**config.mk**
```make
export PLATFORM = sky130hd
export DESIGN_NAME = lpta_top
export DESIGN_NICKNAME = d
export VERILOG_FILES = /design/src/hw/lpta_osc.v /design/src/hw/lpta_timer.v /design/src/hw/lpta_top.v
export VERILOG_INCLUDE_DIRS = /design/src /design/src/hw
export SDC_FILE = /design/constraint.sdc
export NUM_CORES = 1
export LEC_CHECK = 0
export CAP_MARGIN = 20
export CORE_MARGIN = 2
export CORE_UTILIZATION = 45
export CTS_BUF_LIST = sky130_fd_sc_hd__clkbuf_16
export CTS_CLUSTER_DIAMETER = 200
export CTS_CLUSTER_SIZE = 40
export DETAILED_ROUTE_END_ITERATION = 7
export DONT_BUFFER_PORTS = 1
export GPL_TIMING_DRIVEN = 0
export RECOVER_POWER = 25
export REMOVE_ABC_BUFFERS = 1
export SYNTH_ARGS = -nofsm -noshare
export SYNTH_HDL_FRONTEND = slang
export SYNTH_SLANG_ARGS = --single-unit
```
**constraint.sdc**
```tcl
create_clock -name clk -period 7 [get_ports clk]
set_input_delay 1.4 -clock clk [delete_from_list [all_inputs] [get_ports clk]]
set_output_delay 1.4 -clock clk [all_outputs]
set_load 0.05 [all_outputs]
```
**src/hw/lpta_defines.vh**
```
`ifndef LPTA_DEFINES_VH
`define LPTA_DEFINES_VH
// ----------------------------------------
// Register byte offsets
// ----------------------------------------
`define LPTA_OFF_CTRL      12'h000
`define LPTA_OFF_OSC_CFG   12'h004
`define LPTA_OFF_TIMER     12'h008
`define LPTA_OFF_ALARM     12'h00C
`define LPTA_OFF_STATUS    12'h010
`define LPTA_OFF_MASK      12'h014
// ----------------------------------------
// Control field positions
// ----------------------------------------
`define LPTA_CTRL_RUN      0
`define LPTA_CTRL_ALM_EN   1
`define LPTA_CTRL_AUTO_RST 2
`define LPTA_CTRL_OSC_EN   3
// ----------------------------------------
// Oscillator config field positions
// ----------------------------------------
`define LPTA_OCF_CRYSTAL_MODE_SELECT     0
`define LPTA_OCF_BIAS2     1
`define LPTA_OCF_LFO_EN    2
`define LPTA_OCF_LOAD_LO   4
`define LPTA_OCF_LOAD_HI   7
// ----------------------------------------
// Status bits
// ----------------------------------------
`define LPTA_ST_ALARM      0
`define LPTA_ST_WRAP       1
// ----------------------------------------
// Reset values
// ----------------------------------------
`define LPTA_RST_CTRL      4'h0
`define LPTA_RST_OCF       8'h00
`define LPTA_RST_WORD      32'h0000_0000
// ----------------------------------------
// Timing: nominal oscillator periods in ns, system clock period in ns
// ----------------------------------------
`define LPTA_CLK_PERIOD_NS 40
`define LPTA_SELF_LO_NS    50000
`define LPTA_SELF_HI_NS    25000
`define LPTA_LFO_NS        61035
`endif

```
**src/hw/lpta_osc.v**
```verilog
`timescale 1ns/10ps
`include "lpta_defines.vh"
// Models the oscillator as a tick enable divided from clk; no settling time
module lpta_osc #(
    parameter SELF_LO_DIV = `LPTA_SELF_LO_NS / `LPTA_CLK_PERIOD_NS,
    parameter SELF_HI_DIV = `LPTA_SELF_HI_NS / `LPTA_CLK_PERIOD_NS,
    parameter LFO_DIV     = `LPTA_LFO_NS / `LPTA_CLK_PERIOD_NS
) (
    // Clock and reset
    input  wire        clk,
    input  wire        rst_n,
    // Configuration
    input  wire        osc_en,
    input  wire        crystal_mode_select,
    input  wire        bias_double_select,
    input  wire        low_freq_osc_enable,
    // Timebase
    output reg         tick,
    output wire        lfo_active,
    output wire        pins_shorted
);
    reg  [15:0] cnt_r;
    wire [15:0] div;
    wire        running;

    assign lfo_active   = low_freq_osc_enable;
    assign pins_shorted = osc_en & ~low_freq_osc_enable & ~crystal_mode_select;
    assign running      = low_freq_osc_enable | (osc_en & ~crystal_mode_select);
    assign div = low_freq_osc_enable ? LFO_DIV[15:0] :
                 (bias_double_select ? SELF_HI_DIV[15:0] : SELF_LO_DIV[15:0]);

    always @(posedge clk or negedge rst_n) begin
        if (!rst_n) begin
            cnt_r <= 16'h0000;
            tick  <= 1'b0;
        end else if (!running) begin
            cnt_r <= 16'h0000;
            tick  <= 1'b0;
        end else if (cnt_r >= div - 16'h0001) begin
            cnt_r <= 16'h0000;
            tick  <= 1'b1;
        end else begin
            cnt_r <= cnt_r + 16'h0001;
            tick  <= 1'b0;
        end
    end
endmodule

```
**src/hw/lpta_timer.v**
```verilog
`timescale 1ns/10ps
`include "lpta_defines.vh"
module lpta_timer #(
    parameter WIDTH = 32
) (
    // Clock and reset
    input  wire             clk,
    input  wire             rst_n,
    // Control
    input  wire             tick,
    input  wire             run,
    input  wire             step2,
    input  wire             alarm_en,
    input  wire             auto_rst,
    input  wire             load,
    input  wire [WIDTH-1:0] load_val,
    input  wire [WIDTH-1:0] match_val,
    // Results
    output reg  [WIDTH-1:0] count,
    output wire             alarm_hit,
    output wire             wrap_hit
);
    wire [WIDTH-1:0] inc;
    wire [WIDTH:0]   sum;

    assign inc       = step2 ? {{(WIDTH-2){1'b0}}, 2'b10} : {{(WIDTH-1){1'b0}}, 1'b1};
    assign sum       = {1'b0, count} + {1'b0, inc};
    assign wrap_hit  = run & tick & sum[WIDTH];
    assign alarm_hit = alarm_en & run & (count == match_val);

    always @(posedge clk or negedge rst_n) begin
        if (!rst_n) begin
            count <= {WIDTH{1'b0}};
        end else if (load) begin
            count <= load_val;
        end else if (alarm_hit && auto_rst) begin
            count <= {WIDTH{1'b0}};
        end else if (run && tick) begin
            count <= sum[WIDTH-1:0];
        end
    end
endmodule

```
**src/hw/lpta_top.v**
```verilog
// How it works
// - Self-oscillate mode (mode select 0) shorts the two crystal pins and needs no parts.
// - In self-oscillate mode bias-double 0 gives about 20 kHz and 1 about 40 kHz.
// - Self-oscillate mode starts ticking at once, with no settling wait.
// - Setting the low-frequency oscillator enable turns it on, selects it, and starts it.
// - With the low-frequency oscillator selected each tick adds to timer bit 1.
// - The 32-bit timer wraps modulo 2^32 (all ones to zero, or 0xFFFFFFFE to zero with the low-frequency oscillator) and keeps counting.
// - The alarm value is a 32-bit unsigned value compared directly with the timer.
// - In auto-reset mode the timer clears to zero after each alarm match.
`timescale 1ns/10ps
`include "lpta_defines.vh"
module lpta_top (
    // Clock and reset
    input  wire        clk,
    input  wire        rst_n,
    // AXI4-Lite write address
    input  wire [11:0] s_axi_awaddr,
    input  wire        s_axi_awvalid,
    output wire        s_axi_awready,
    // AXI4-Lite write data
    input  wire [31:0] s_axi_wdata,
    input  wire [3:0]  s_axi_wstrb,
    input  wire        s_axi_wvalid,
    output wire        s_axi_wready,
    // AXI4-Lite write response
    output reg  [1:0]  s_axi_bresp,
    output reg         s_axi_bvalid,
    input  wire        s_axi_bready,
    // AXI4-Lite read address
    input  wire [11:0] s_axi_araddr,
    input  wire        s_axi_arvalid,
    output wire        s_axi_arready,
    // AXI4-Lite read data
    output reg  [31:0] s_axi_rdata,
    output reg  [1:0]  s_axi_rresp,
    output reg         s_axi_rvalid,
    input  wire        s_axi_rready,
    // Oscillator pins and status
    output wire        crystal_short,
    output wire [3:0]  load_cap,
    output wire        irq
);
    localparam [1:0] RESP_OK  = 2'b00;
    localparam [1:0] RESP_ERR = 2'b10;

    // ----------------------------------------
    // Registers
    // ----------------------------------------
    reg  [3:0]  ctrl_r;
    reg  [7:0]  ocf_r;
    reg  [31:0] alarm_r;
    reg  [1:0]  status_r;
    reg  [1:0]  mask_r;
    reg  [11:0] awaddr_r;
    reg         aw_have_r;
    reg  [31:0] wdata_r;
    reg  [3:0]  wstrb_r;
    reg         w_have_r;
    reg  [31:0] load_val_r;
    reg         load_r;

    wire        tick;
    wire        lfo_active;
    wire [31:0] count;
    wire        alarm_hit;
    wire        wrap_hit;
    wire        wr_fire;
    wire        alm_en;

    // Byte-lane merge shared by the timer and alarm words; the other words use byte lane 0 only
    function [31:0] merge;
        input [31:0] old;
        input [31:0] nw;
        input [3:0]  be;
        integer i;
        begin
            merge = old;
            for (i = 0; i < 4; i = i + 1) begin
                if (be[i]) begin
                    merge[i*8 +: 8] = nw[i*8 +: 8];
                end
            end
        end
    endfunction

    // ----------------------------------------
    // Oscillator and timer
    // ----------------------------------------
    lpta_osc u_osc (
        .clk                 (clk),
        .rst_n               (rst_n),
        .osc_en              (ctrl_r[`LPTA_CTRL_OSC_EN]),
        .crystal_mode_select (ocf_r[`LPTA_OCF_CRYSTAL_MODE_SELECT]),
        .bias_double_select  (ocf_r[`LPTA_OCF_BIAS2]),
        .low_freq_osc_enable (ocf_r[`LPTA_OCF_LFO_EN]),
        .tick                (tick),
        .lfo_active          (lfo_active),
        .pins_shorted        (crystal_short)
    );

    assign alm_en = ctrl_r[`LPTA_CTRL_ALM_EN];

    lpta_timer #(
        .WIDTH (32)
    ) u_timer (
        .clk       (clk),
        .rst_n     (rst_n),
        .tick      (tick),
        .run       (ctrl_r[`LPTA_CTRL_RUN]),
        .step2     (lfo_active),
        .alarm_en  (alm_en),
        .auto_rst  (ctrl_r[`LPTA_CTRL_AUTO_RST]),
        .load      (load_r),
        .load_val  (load_val_r),
        .match_val (alarm_r),
        .count     (count),
        .alarm_hit (alarm_hit),
        .wrap_hit  (wrap_hit)
    );

    // Load field is only driven out; trimming is left to software
    assign load_cap = ocf_r[`LPTA_OCF_LOAD_HI:`LPTA_OCF_LOAD_LO];

    // ----------------------------------------
    // AXI4-Lite write path
    // ----------------------------------------
    assign s_axi_awready = ~aw_have_r & ~s_axi_bvalid;
    assign s_axi_wready  = ~w_have_r & ~s_axi_bvalid;
    assign wr_fire       = aw_have_r & w_have_r & ~s_axi_bvalid;

    always @(posedge clk or negedge rst_n) begin
        if (!rst_n) begin
            awaddr_r     <= 12'h000;
            aw_have_r    <= 1'b0;
            wdata_r      <= 32'h0000_0000;
            wstrb_r      <= 4'h0;
            w_have_r     <= 1'b0;
            s_axi_bvalid <= 1'b0;
            s_axi_bresp  <= RESP_OK;
            ctrl_r       <= `LPTA_RST_CTRL;
            ocf_r        <= `LPTA_RST_OCF;
            alarm_r      <= `LPTA_RST_WORD;
            mask_r       <= 2'b00;
            status_r     <= 2'b00;
            load_r       <= 1'b0;
            load_val_r   <= `LPTA_RST_WORD;
        end else begin
            load_r <= 1'b0;
            if (s_axi_awvalid && s_axi_awready) begin
                awaddr_r  <= s_axi_awaddr;
                aw_have_r <= 1'b1;
            end
            if (s_axi_wvalid && s_axi_wready) begin
                wdata_r  <= s_axi_wdata;
                wstrb_r  <= s_axi_wstrb;
                w_have_r <= 1'b1;
            end
            if (s_axi_bvalid && s_axi_bready) begin
                s_axi_bvalid <= 1'b0;
            end
            // Status: write one to clear, but a new event in the same cycle wins
            if (wr_fire && awaddr_r == `LPTA_OFF_STATUS && wstrb_r[0]) begin
                status_r <= (status_r & ~wdata_r[1:0]) |
                            {wrap_hit, alarm_hit};
            end else begin
                status_r <= status_r | {wrap_hit, alarm_hit};
            end
            if (wr_fire) begin
                aw_have_r    <= 1'b0;
                w_have_r     <= 1'b0;
                s_axi_bvalid <= 1'b1;
                s_axi_bresp  <= RESP_OK;
                case (awaddr_r)
                    `LPTA_OFF_CTRL: begin
                        if (wstrb_r[0]) begin
                            ctrl_r <= wdata_r[3:0];
                        end
                    end
                    `LPTA_OFF_OSC_CFG: begin
                        if (wstrb_r[0]) begin
                            ocf_r <= wdata_r[7:0];
                        end
                    end
                    `LPTA_OFF_TIMER: begin
                        load_val_r <= merge(count, wdata_r, wstrb_r);
                        load_r     <= 1'b1;
                    end
                    `LPTA_OFF_ALARM: begin
                        alarm_r <= merge(alarm_r, wdata_r, wstrb_r);
                    end
                    `LPTA_OFF_STATUS: begin
                    end
                    `LPTA_OFF_MASK: begin
                        if (wstrb_r[0]) begin
                            mask_r <= wdata_r[1:0];
                        end
                    end
                    default: begin
                        s_axi_bresp <= RESP_ERR;
                    end
                endcase
            end
        end
    end

    // Wrap flag is the only overflow record; no high-order count is kept
    assign irq = |(status_r & mask_r);

    // ----------------------------------------
    // AXI4-Lite read path
    // ----------------------------------------
    assign s_axi_arready = ~s_axi_rvalid;

    always @(posedge clk or negedge rst_n) begin
        if (!rst_n) begin
            s_axi_rvalid <= 1'b0;
            s_axi_rdata  <= 32'h0000_0000;
            s_axi_rresp  <= RESP_OK;
        end else if (s_axi_arvalid && s_axi_arready) begin
            s_axi_rvalid <= 1'b1;
            s_axi_rresp  <= RESP_OK;
            case (s_axi_araddr)
                `LPTA_OFF_CTRL:    s_axi_rdata <= {28'h000_0000, ctrl_r};
                `LPTA_OFF_OSC_CFG: s_axi_rdata <= {24'h00_0000, ocf_r};
                `LPTA_OFF_TIMER:   s_axi_rdata <= count;
                `LPTA_OFF_ALARM:   s_axi_rdata <= alarm_r;
                `LPTA_OFF_STATUS:  s_axi_rdata <= {30'h0000_0000, status_r};
                `LPTA_OFF_MASK:    s_axi_rdata <= {30'h0000_0000, mask_r};
                default: begin
                    s_axi_rdata <= 32'h0000_0000;
                    s_axi_rresp <= RESP_ERR;
                end
            endcase
        end else if (s_axi_rvalid && s_axi_rready) begin
            s_axi_rvalid <= 1'b0;
        end
    end
endmodule

```
* Word-level counts from Yosys, hierarchy flattened
Index checks and enable logic that the tools add are counted.
** Cells by class
- Add/sub/neg operators :: 3
- Order comparisons :: 1
- Equality and inequality tests :: 11
- Mux-type cells :: 28
- Bitwise logic cells :: 23
- Reductions and logical operators :: 27
** Operators with widths (count)
- $pmux 32 s6 :: 1
- $mux 32 :: 3
- $eq 12x4->1 const B :: 4
- $eq 12x5->1 const B :: 4
- $mux 16 :: 3
- $add 32x32->33 :: 1
- $eq 32x32->1 :: 1
- $mux 8 :: 4
- $eq 12x3->1 const B :: 2
- $logic_not 12->1 :: 2
- $reduce_and 3->1 :: 7
- $add 16x1->16 const B :: 1
- $ge 16x16->1 :: 1
- $sub 16x1->16 const B :: 1
- $mux 1 :: 12
- $reduce_or 6->1 :: 2
- $and 1x1->1 :: 11
- $mux 11 :: 1
- $logic_and 1x1->1 :: 9
- $mux 2 :: 4
- $reduce_bool 2->1 :: 4
- $not 1->1 :: 6
- $and 2x2->2 :: 2
- $or 2x2->2 :: 2
- 5 further kinds :: 5
** Word-level totals
- Flip-flop bits (word level) :: 218
- Input port bits :: 67
- Output and inout bits :: 47
- Logic and storage cells :: 116

* Logic depth before layout (Yosys ltp)
Gate-level depths: netlist of the first run.
- Depth in word-level cells :: 6
- Mapped depth :: 10

* Cells and area by module
Synthesis of the first run repeated with hierarchy kept, for this count alone.
** Second synthesis, totals
- Cell total of the unflattened synthesis :: 901
- Area total of the unflattened synthesis :: 10872.9 um^2
** By module, submodules not included
- lpta_top :: times used 1, cells an instance 517, area each 7349.5 um^2, seq. area each 4179.0 um^2
- lpta_timer :: times used 1, cells an instance 291, area each 2497.4 um^2, seq. area each 800.8 um^2
- lpta_osc :: times used 1, cells an instance 93, area each 1026.0 um^2, seq. area each 425.4 um^2

* Worst setup path after synthesis of the first run
OpenSTA, ideal clock, no wires.
- Kind :: input to register
- Start point :: in s_axi_araddr[10]
- End point :: reg s_axi_rdata[2]
- Arrival time :: 2.807 ns
- Slack :: 4.110 ns
- Stages on the path :: 5
- Path through :: nor4_1 > nand3_1 > nor4b_1 > a221oi_1 > o21ai_0
** On the way
- Longest elaborated chain between the ends :: 2
- Elaborated cells between the ends (all ways) :: 7
- Classes of those cells :: eq/ne: 5; mux: 1; reduce/logical: 1
** RTL lines
- start, declared :: RTL line lpta_top.v:30 : input wire [11:0] s_axi_araddr,
- $eq 12x5->1, or another cell as far along :: RTL line lpta_top.v:222 : case (s_axi_araddr)
- $pmux 32 s6 (*) :: RTL line lpta_top.v:222
- end signal, assigned :: RTL line lpta_top.v:223 : `LPTA_OFF_CTRL: s_axi_rdata <= {28'h000_0000, ctrl_r};
- end signal, assigned :: RTL line lpta_top.v:224 : `LPTA_OFF_OSC_CFG: s_axi_rdata <= {24'h00_0000, ocf_r};
- end signal, assigned :: RTL line lpta_top.v:225 : `LPTA_OFF_TIMER: s_axi_rdata <= count;
- end, declared :: RTL line lpta_top.v:34 : output reg [31:0] s_axi_rdata,
Mark *: on every way between the ends. The rest lies on a longest branch, timed or not.
A chain may end at the register's enable or synchronous reset.

* Worst setup path after layout of the first run
- Start point :: reg s_axi_bvalid
- End point :: out s_axi_awready
** On the way
- Longest elaborated chain between the ends :: 2
** RTL lines
- start, declared :: RTL line lpta_top.v:27 : output reg s_axi_bvalid,
- start signal, assigned :: RTL line lpta_top.v:138 : s_axi_bvalid <= 1'b0;
- start signal, assigned :: RTL line lpta_top.v:159 : s_axi_bvalid <= 1'b0;
- start signal, assigned :: RTL line lpta_top.v:171 : s_axi_bvalid <= 1'b1;
- $not 1->1 :: RTL line lpta_top.v:127 : assign s_axi_awready = ~aw_have_r & ~s_axi_bvalid;
- $and 1x1->1 :: RTL line lpta_top.v:127
- end, declared :: RTL line lpta_top.v:19 : output wire s_axi_awready,
No other way between the ends.

==> results.md, run 1 <==
* Endpoints failing setup at 0
* Via count at around 7,200
* Critical Path Max Stage Delay at roughly 0.8 ns
* Worst setup path category: register to primary output
* Post-CTS Repair Setup Buffers at 0
* Total core area at between 0.02 and 0.025 sq mm
* Max Fclk at between 300 and 400 MHz
* Reg clk slew, reported paths at about 0.15 ns
* Sequential power share at about three fifths
* Delay-heaviest family, CP: simple AND/OR/NAND/NOR gates
* Comb power frac at between 10% and 20%
* Vias in the first global route at ~7,000
* Num CTS Buffers at 9
* Num rows at between 50 and 60
* Hold Vio Cnt, Final at 0
* Area Growth Syn to Fin at 4.596%
* Filler cell count at about 2,200
* CP required at between 5 and 6 ns
* Final slew viol count at 0
* Actual slew at the worst max-slew pin at between 1 and 1.5 ns
* RSZ-0062 raised after global routing: false
* CTS tree: done
* Outcome: completed
* Max_cap viols at 0
* Yosys cell types at between 50 and 60
* Gp weighted congestion at between 0.8 and 0.9
* P_int at about 1.9 mW
* Nets at 1,021
* Register area at approximately 0.0054 sq mm
* I/O Pins at around 110
* CP Cell Sequence: nor2_1
* Worst path buffer plus inverter count at 0
* Post-CTS sizing at 0
* Slowest-stage cell, CP: nor2_1
* Combined area of the multi-input logic cells at ~0.0049 sq mm
* Max clock buf depth at 3
* Most frequent cells in the layout: dfrtp_1, nand2_1, mux2_2
* Rel. slew slack at roughly 28%
* Top_reg_cell synth: dfrtp_1
* Die width at 157.6 um
* Initial antenna violation count at 2
* CP Launch Type: register
* Cell area after placement at around 0.011 sq mm
* Final HPWL DP at between 15,000 and 20,000 um
* WHS at ~0.48 ns
* Ys async rst share at 100.0%
* Synthesized area at 0.01062 sq mm
* Clock network fraction of total power at 24.1%
* Net Sw Frac at between 20% and 30%
* Drt total wl at about 25,000 um
* Drt drc at 0
* Critical Path End Type: primary output
* Syn. warnings at 0
* TNS Setup at 0 ns
* Peak supply drop at between 200 and 250 uV
* Synth Instances at roughly 990
* Die area at about 0.025 sq mm
* Layout cells sized above 1 at 12.86%
* Pleak at between 4 and 5 nW
* Reg2reg setup slack at between 3 and 4 ns
* Drt pass-1 iters at 5
* Psw at between 0.7 and 0.8 mW
* Worst-path fanout max at 5
* FF+latch count, synth at 216
* Design area at between 0.01 and 0.015 sq mm
* Minimum clock period at about 3.3 ns
* Input/output buffers at 0
* GR Util All Layers at between 20% and 30%
* Initial Utilization at between 40% and 50%
* First-pass GRT wire length at between 30,000 and 40,000 um
* Arrival time at the worst endpoint at approximately 1.9 ns
* Crit share post-route at 47.32%
* Die height at 157.6 um
* Post-synth EDFFs at 0
* Root Driver: clkbuf_16
* Drt first-iter violations at approximately 540
* Drt wl/cell at 19.90 um
* Worst skew pair latency at slightly below 0.5 ns
* Power Density at 240.4 mW/mm^2
* Congestion Overflow GR at 0
* Avg Inst Size Synth at 10.77 sq um
* Final ANT Viol Nets at 0
* Commonest non-fill, non-tap cell in the layout: dfrtp_1
* HP Class: register to register
* Maximum number of pins on one net before global-route repair at approximately 220
* H-tree level count at 1
* Worst-case clock skew at approximately 0.04 ns
* Vias per cell at approximately 5.7
* Post-synthesis sequential area ratio at between 50 and 60%
* ANT cells at 0
* CTS Hold Buffers Added at 0
* TritonCTS Sinks at between 200 and 250
cells by family after synthesis:
kind of cell    share of synthesized area (%)
other cells                           0.07073
compound gates                          9.286
buf+inv                                 3.335
fa+ha+maj                               1.603
mux                                     16.00
flops                                   50.91
xor+xnor                                4.454
simple gates                            14.34
tightest hold or removal path, stage by stage, from the launching register on:
cell and delay, ns:
dfrtp_1 0.37, nand2_1 0.06, o31ai_1 0.06
cells in the mapped netlist, types with 4 or more instances:
master | count | share of area (%)
ha_1 | 12 | 1.4
nand2_1 | 122 | 4.3
clkbuf_1 | 51 | 1.8
nor4_1 | 11 | 0.65
nor3_1 | 25 | 1.2
a21oi_1 | 12 | 0.57
nand4_1 | 21 | 1.2
o21ai_0 | 76 | 3.6
or3_1 | 8 | 0.47
buf_2 | 4 | 0.19
xnor2_1 | 34 | 2.8
nand3_1 | 19 | 0.90
o221a_2 | 6 | 0.64
nor2b_1 | 23 | 1.4
and2_1 | 8 | 0.47
nor2_1 | 32 | 1.1
and3_1 | 15 | 0.88
a22o_1 | 5 | 0.41
xor2_1 | 20 | 1.6
o31ai_1 | 30 | 2.1
mux2i_1 | 64 | 6.0
inv_1 | 16 | 0.57
buf_4 | 7 | 0.49
buf_1 | 5 | 0.18
a22oi_1 | 4 | 0.28
dfrtp_1 | 216 | 51
mux2_2 | 94 | 10
power by group through the flow:
stage	Sequential, mW	Clock, mW	Combinational (mW)
6_report	1.63	0.643	0.402
5_1_grt	1.65	0.706	0.441
2_1_floorplan	1.57	0	0.352
3_3_place_gp	1.65	0	0.395
4_1_cts	1.63	0.670	0.410
3_5_place_dp	1.65	0	0.409
registers in the layout (all words and copies together) (netlist names):
register       flops
ctrl_r             4
alarm_r           32
s_axi_rvalid       1
u_timer.count     32
u_osc.tick         1
mask_r             2
aw_have_r          1
s_axi_bvalid       1
load_r             1
s_axi_rdata       32
w_have_r           1
s_axi_bresp        1
status_r           2
s_axi_rresp        1
load_val_r        32
wdata_r           32
ocf_r              8
u_osc.cnt_r       16
awaddr_r          12
wstrb_r            4
layer usage:
layer  global-route usage, %  routed length [um]  up-vias  part of all wire (%)
li1                        -                   -     3385                     -
met2                   32.38               11680      152                    47
met4                   4.069                 351        2                   1.4
met1                   29.56               11850     3642                    47
met5                       0                  11        -                 0.044
met3                   2.956                1187       23                   4.7
worst paths after layout:
check	startpoint	to	cells past startpoint
max	s_axi_bvalid	s_axi_awready	1
min	load_val_r[21]	u_timer.count[21]	2
max reg2reg	s_axi_rvalid	s_axi_rdata[24]	5
min reg2reg	load_val_r[21]	u_timer.count[21]	2
max in group asynchronous	rst_n	wdata_r[24]	0
min in group asynchronous	rst_n	wdata_r[14]	0
final cells by class:
type	count	area share [%]
Clock inverter	2	0.3042
Multi-Input combinational cell	693	44.02
Clock buffer	9	2.028
Tap cell	319	3.594
Timing Repair Buffer	5	0.8337
Inverter	16	0.5408
Sequential cell	216	48.68
stage by stage:
stage               cells  total power, mW  utilization [%]  setup WS (ns)
floorplan             925            1.922                -          4.110
CTS                  1260            2.707            47.60          3.534
global route         1260            2.802            47.60          3.388
detailed placement   1249            2.062            46.49          3.371
global placement     1244            2.042            46.07          2.883
finish               1260            2.670            47.60          3.687
(Power assumes the default switching activity.)
==> inputs of run 2 (changes only) <==
==> constraint.sdc (replaced) <==
create_clock -name clk -period 2.9 [get_ports clk]
set_input_delay 0.58 -clock clk [delete_from_list [all_inputs] [get_ports clk]]
set_output_delay 0.58 -clock clk [all_outputs]
set_load 0.05 [all_outputs]
==> results.md, run 2 (synthesized netlist as in run 1, its figures left out) <==
* Crit share post-route at 97.14%
* Initial antenna violation count at 2
* Combined area of the multi-input logic cells at between 0.004 and 0.005 sq mm
* Max clock buf depth at 3
* Final cell count without fillers at 1,262
* Area Growth Syn to Fin at 5.067%
* Total power at between 6 and 7 mW
* CP Cell Sequence: and2_1 > nand3_1 > nor2_2 > nand2_1 > xor2_1 > o31ai_1
* Setup crit end: u_timer.count[23]
* Reg clk slew, reported paths at around 0.15 ns
* Outcome: complete, but fails checks
* Failing checks: negative hold slack
* Drt total wl at approximately 25,000 um
* ANT cells at 0
* Worst setup path category: register to register
* HP Class: input pin to asynchronous set/reset pin
* Drt wl/cell at about 20 um
* Power Density at roughly 580 mW/mm^2
* Vias per cell at 5.723
* Die width at roughly 160 um
* Die height at roughly 160 um
* Vias in the first global route at ~7,000
* Congestion Overflow GR at 0
* GR Util All Layers at 20.33%
* TNS Setup at 0 ns
* Reg2reg setup slack at 0.08 ns
* Placed cells at between 1,000 and 1,500
* Worst-case clock skew at about 0.040 ns
* Rel. slew slack at 27.95%
* Hold Vio Cnt, Final at approximately 220
* CP Launch Type: register
* Critical Path Max Stage Delay at around 0.61 ns
* Gp weighted congestion at between 0.8 and 0.9
* Root Driver: clkbuf_16
* Slowest-stage cell, CP: and2_1
* Final ANT Viol Nets at 0
* Worst-path fanout max at 16
* Nets at slightly above 1,000
* Critical Path End Type: register
* Drt pass-1 iters at 5
* Input/output buffers at 0
* Most frequent cells in the layout: dfrtp_1, nand2_1, mux2_2
* Crit Reg-Reg Startpoint: ctrl_r[0]
* Register area at between 0.005 and 0.006 sq mm
* First-pass GRT wire length at just under 40,000 um
* Minimum clock period at 2.817 ns
* WHS at -0.2203 ns
* Num CTS Buffers at 9
* I/O Pins at roughly 110
* Commonest non-fill, non-tap cell in the layout: dfrtp_1
* Final slew viol count at 0
* Layout cells sized above 1 at around 15%
* Max Fclk at approximately 350 MHz
* Arrival time at the worst endpoint at ~3.2 ns
* Reg2Reg Depth at 6
* Die area at between 0.02 and 0.025 sq mm
* CP required at 3.27 ns
* Filler cell count at 2,178
* Final HPWL DP at between 15,000 and 20,000 um
* H-tree level count at 1
* Pleak at just under 5 nW
* Total core area at 0.02333 sq mm
* Max_cap viols at 0
* RSZ-0062 raised after global routing: false
* Worst skew pair latency at between 0.4 and 0.5 ns
* Maximum number of pins on one net before global-route repair at between 200 and 250
* CTS tree: done
* Num rows at 56
* Critical Path Source: ctrl_r[0]
* TritonCTS Sinks at between 200 and 250
* Peak supply drop at ~580 uV
* Drt drc at 0
* Initial Utilization at between 40 and 50%
* Drt first-iter violations at 527
* Actual slew at the worst max-slew pin at around 1.1 ns
* Reg2Reg Capture Point: u_timer.count[23]
* Endpoints failing setup at 0
* Via count at just over 7,000
[run 2: final cells by class]
class	count	area share (%)
clock buffer	9	2.019
clock inverter	2	0.3028
inverter	16	0.5720
multi-input combinational	693	44.09
sequential	216	48.47
tap	319	3.578
timing repair buffer	7	0.9646
[run 2: worst min-delay path by stage]
| stage | startpoint | endpoint | slack (ns) | cells after the start |
|---|---|---|---|---|
| 2_1_floorplan | rst_n | alarm_r[0] | 0.28 | 0 |
| 3_3_place_gp | rst_n | wdata_r[14] | 0.29 | 0 |
| 3_5_place_dp | rst_n | wstrb_r[1] | 0.29 | 0 |
| 4_1_cts | rst_n | wstrb_r[1] | -0.25 | 0 |
| 6_report | rst_n | wdata_r[14] | -0.22 | 0 |
| 5_1_grt | rst_n | wdata_r[14] | -0.25 | 0 |
[run 2: critical path, delay by kind of cell, from the launching register on]
family	cells	cell delay, ns
AND/OR/NAND/NOR	4	1.84
flip-flops	1	0.51
AO/OA/AOI/OAI	1	0.18
XOR/XNOR	1	0.16
[run 2: power breakdown]
part           internal, mW  leakage [nW]  total, mW  switching [mW]
clock                 0.590         0.128       1.56           0.966
combinational         0.602          1.93      0.974           0.372
sequential             3.39          2.88       3.93           0.530
[run 2: per-layer routing]
metal	track usage (%)	vias to the layer above	share of wire (%)
met5	0	-	0.064
met4	4.156	2	1.5
met3	2.984	25	4.4
met2	32.46	150	47
met1	29.63	3660	47
li1	-	3386	-
[run 2: repair_timing]
item	CTS	global route
pin swaps	1	0
endpoints found under the hold margin	216	216
setup endpoints to repair	75	76
resized for setup	7	9
setup buffers	2	0
[run 2: per-stage QoR]
stage | cell area, sq um | setup WS, ns | util [%]
global route | 11160 | 0.01453 | 47.81
floorplan | 10350 | 0.02427 | -
global placement | 10750 | -0.9835 | 46.07
CTS | 11130 | 0.01324 | 47.72
detailed placement | 10850 | -0.5074 | 46.49
finish | 11160 | 0.08283 | 47.81
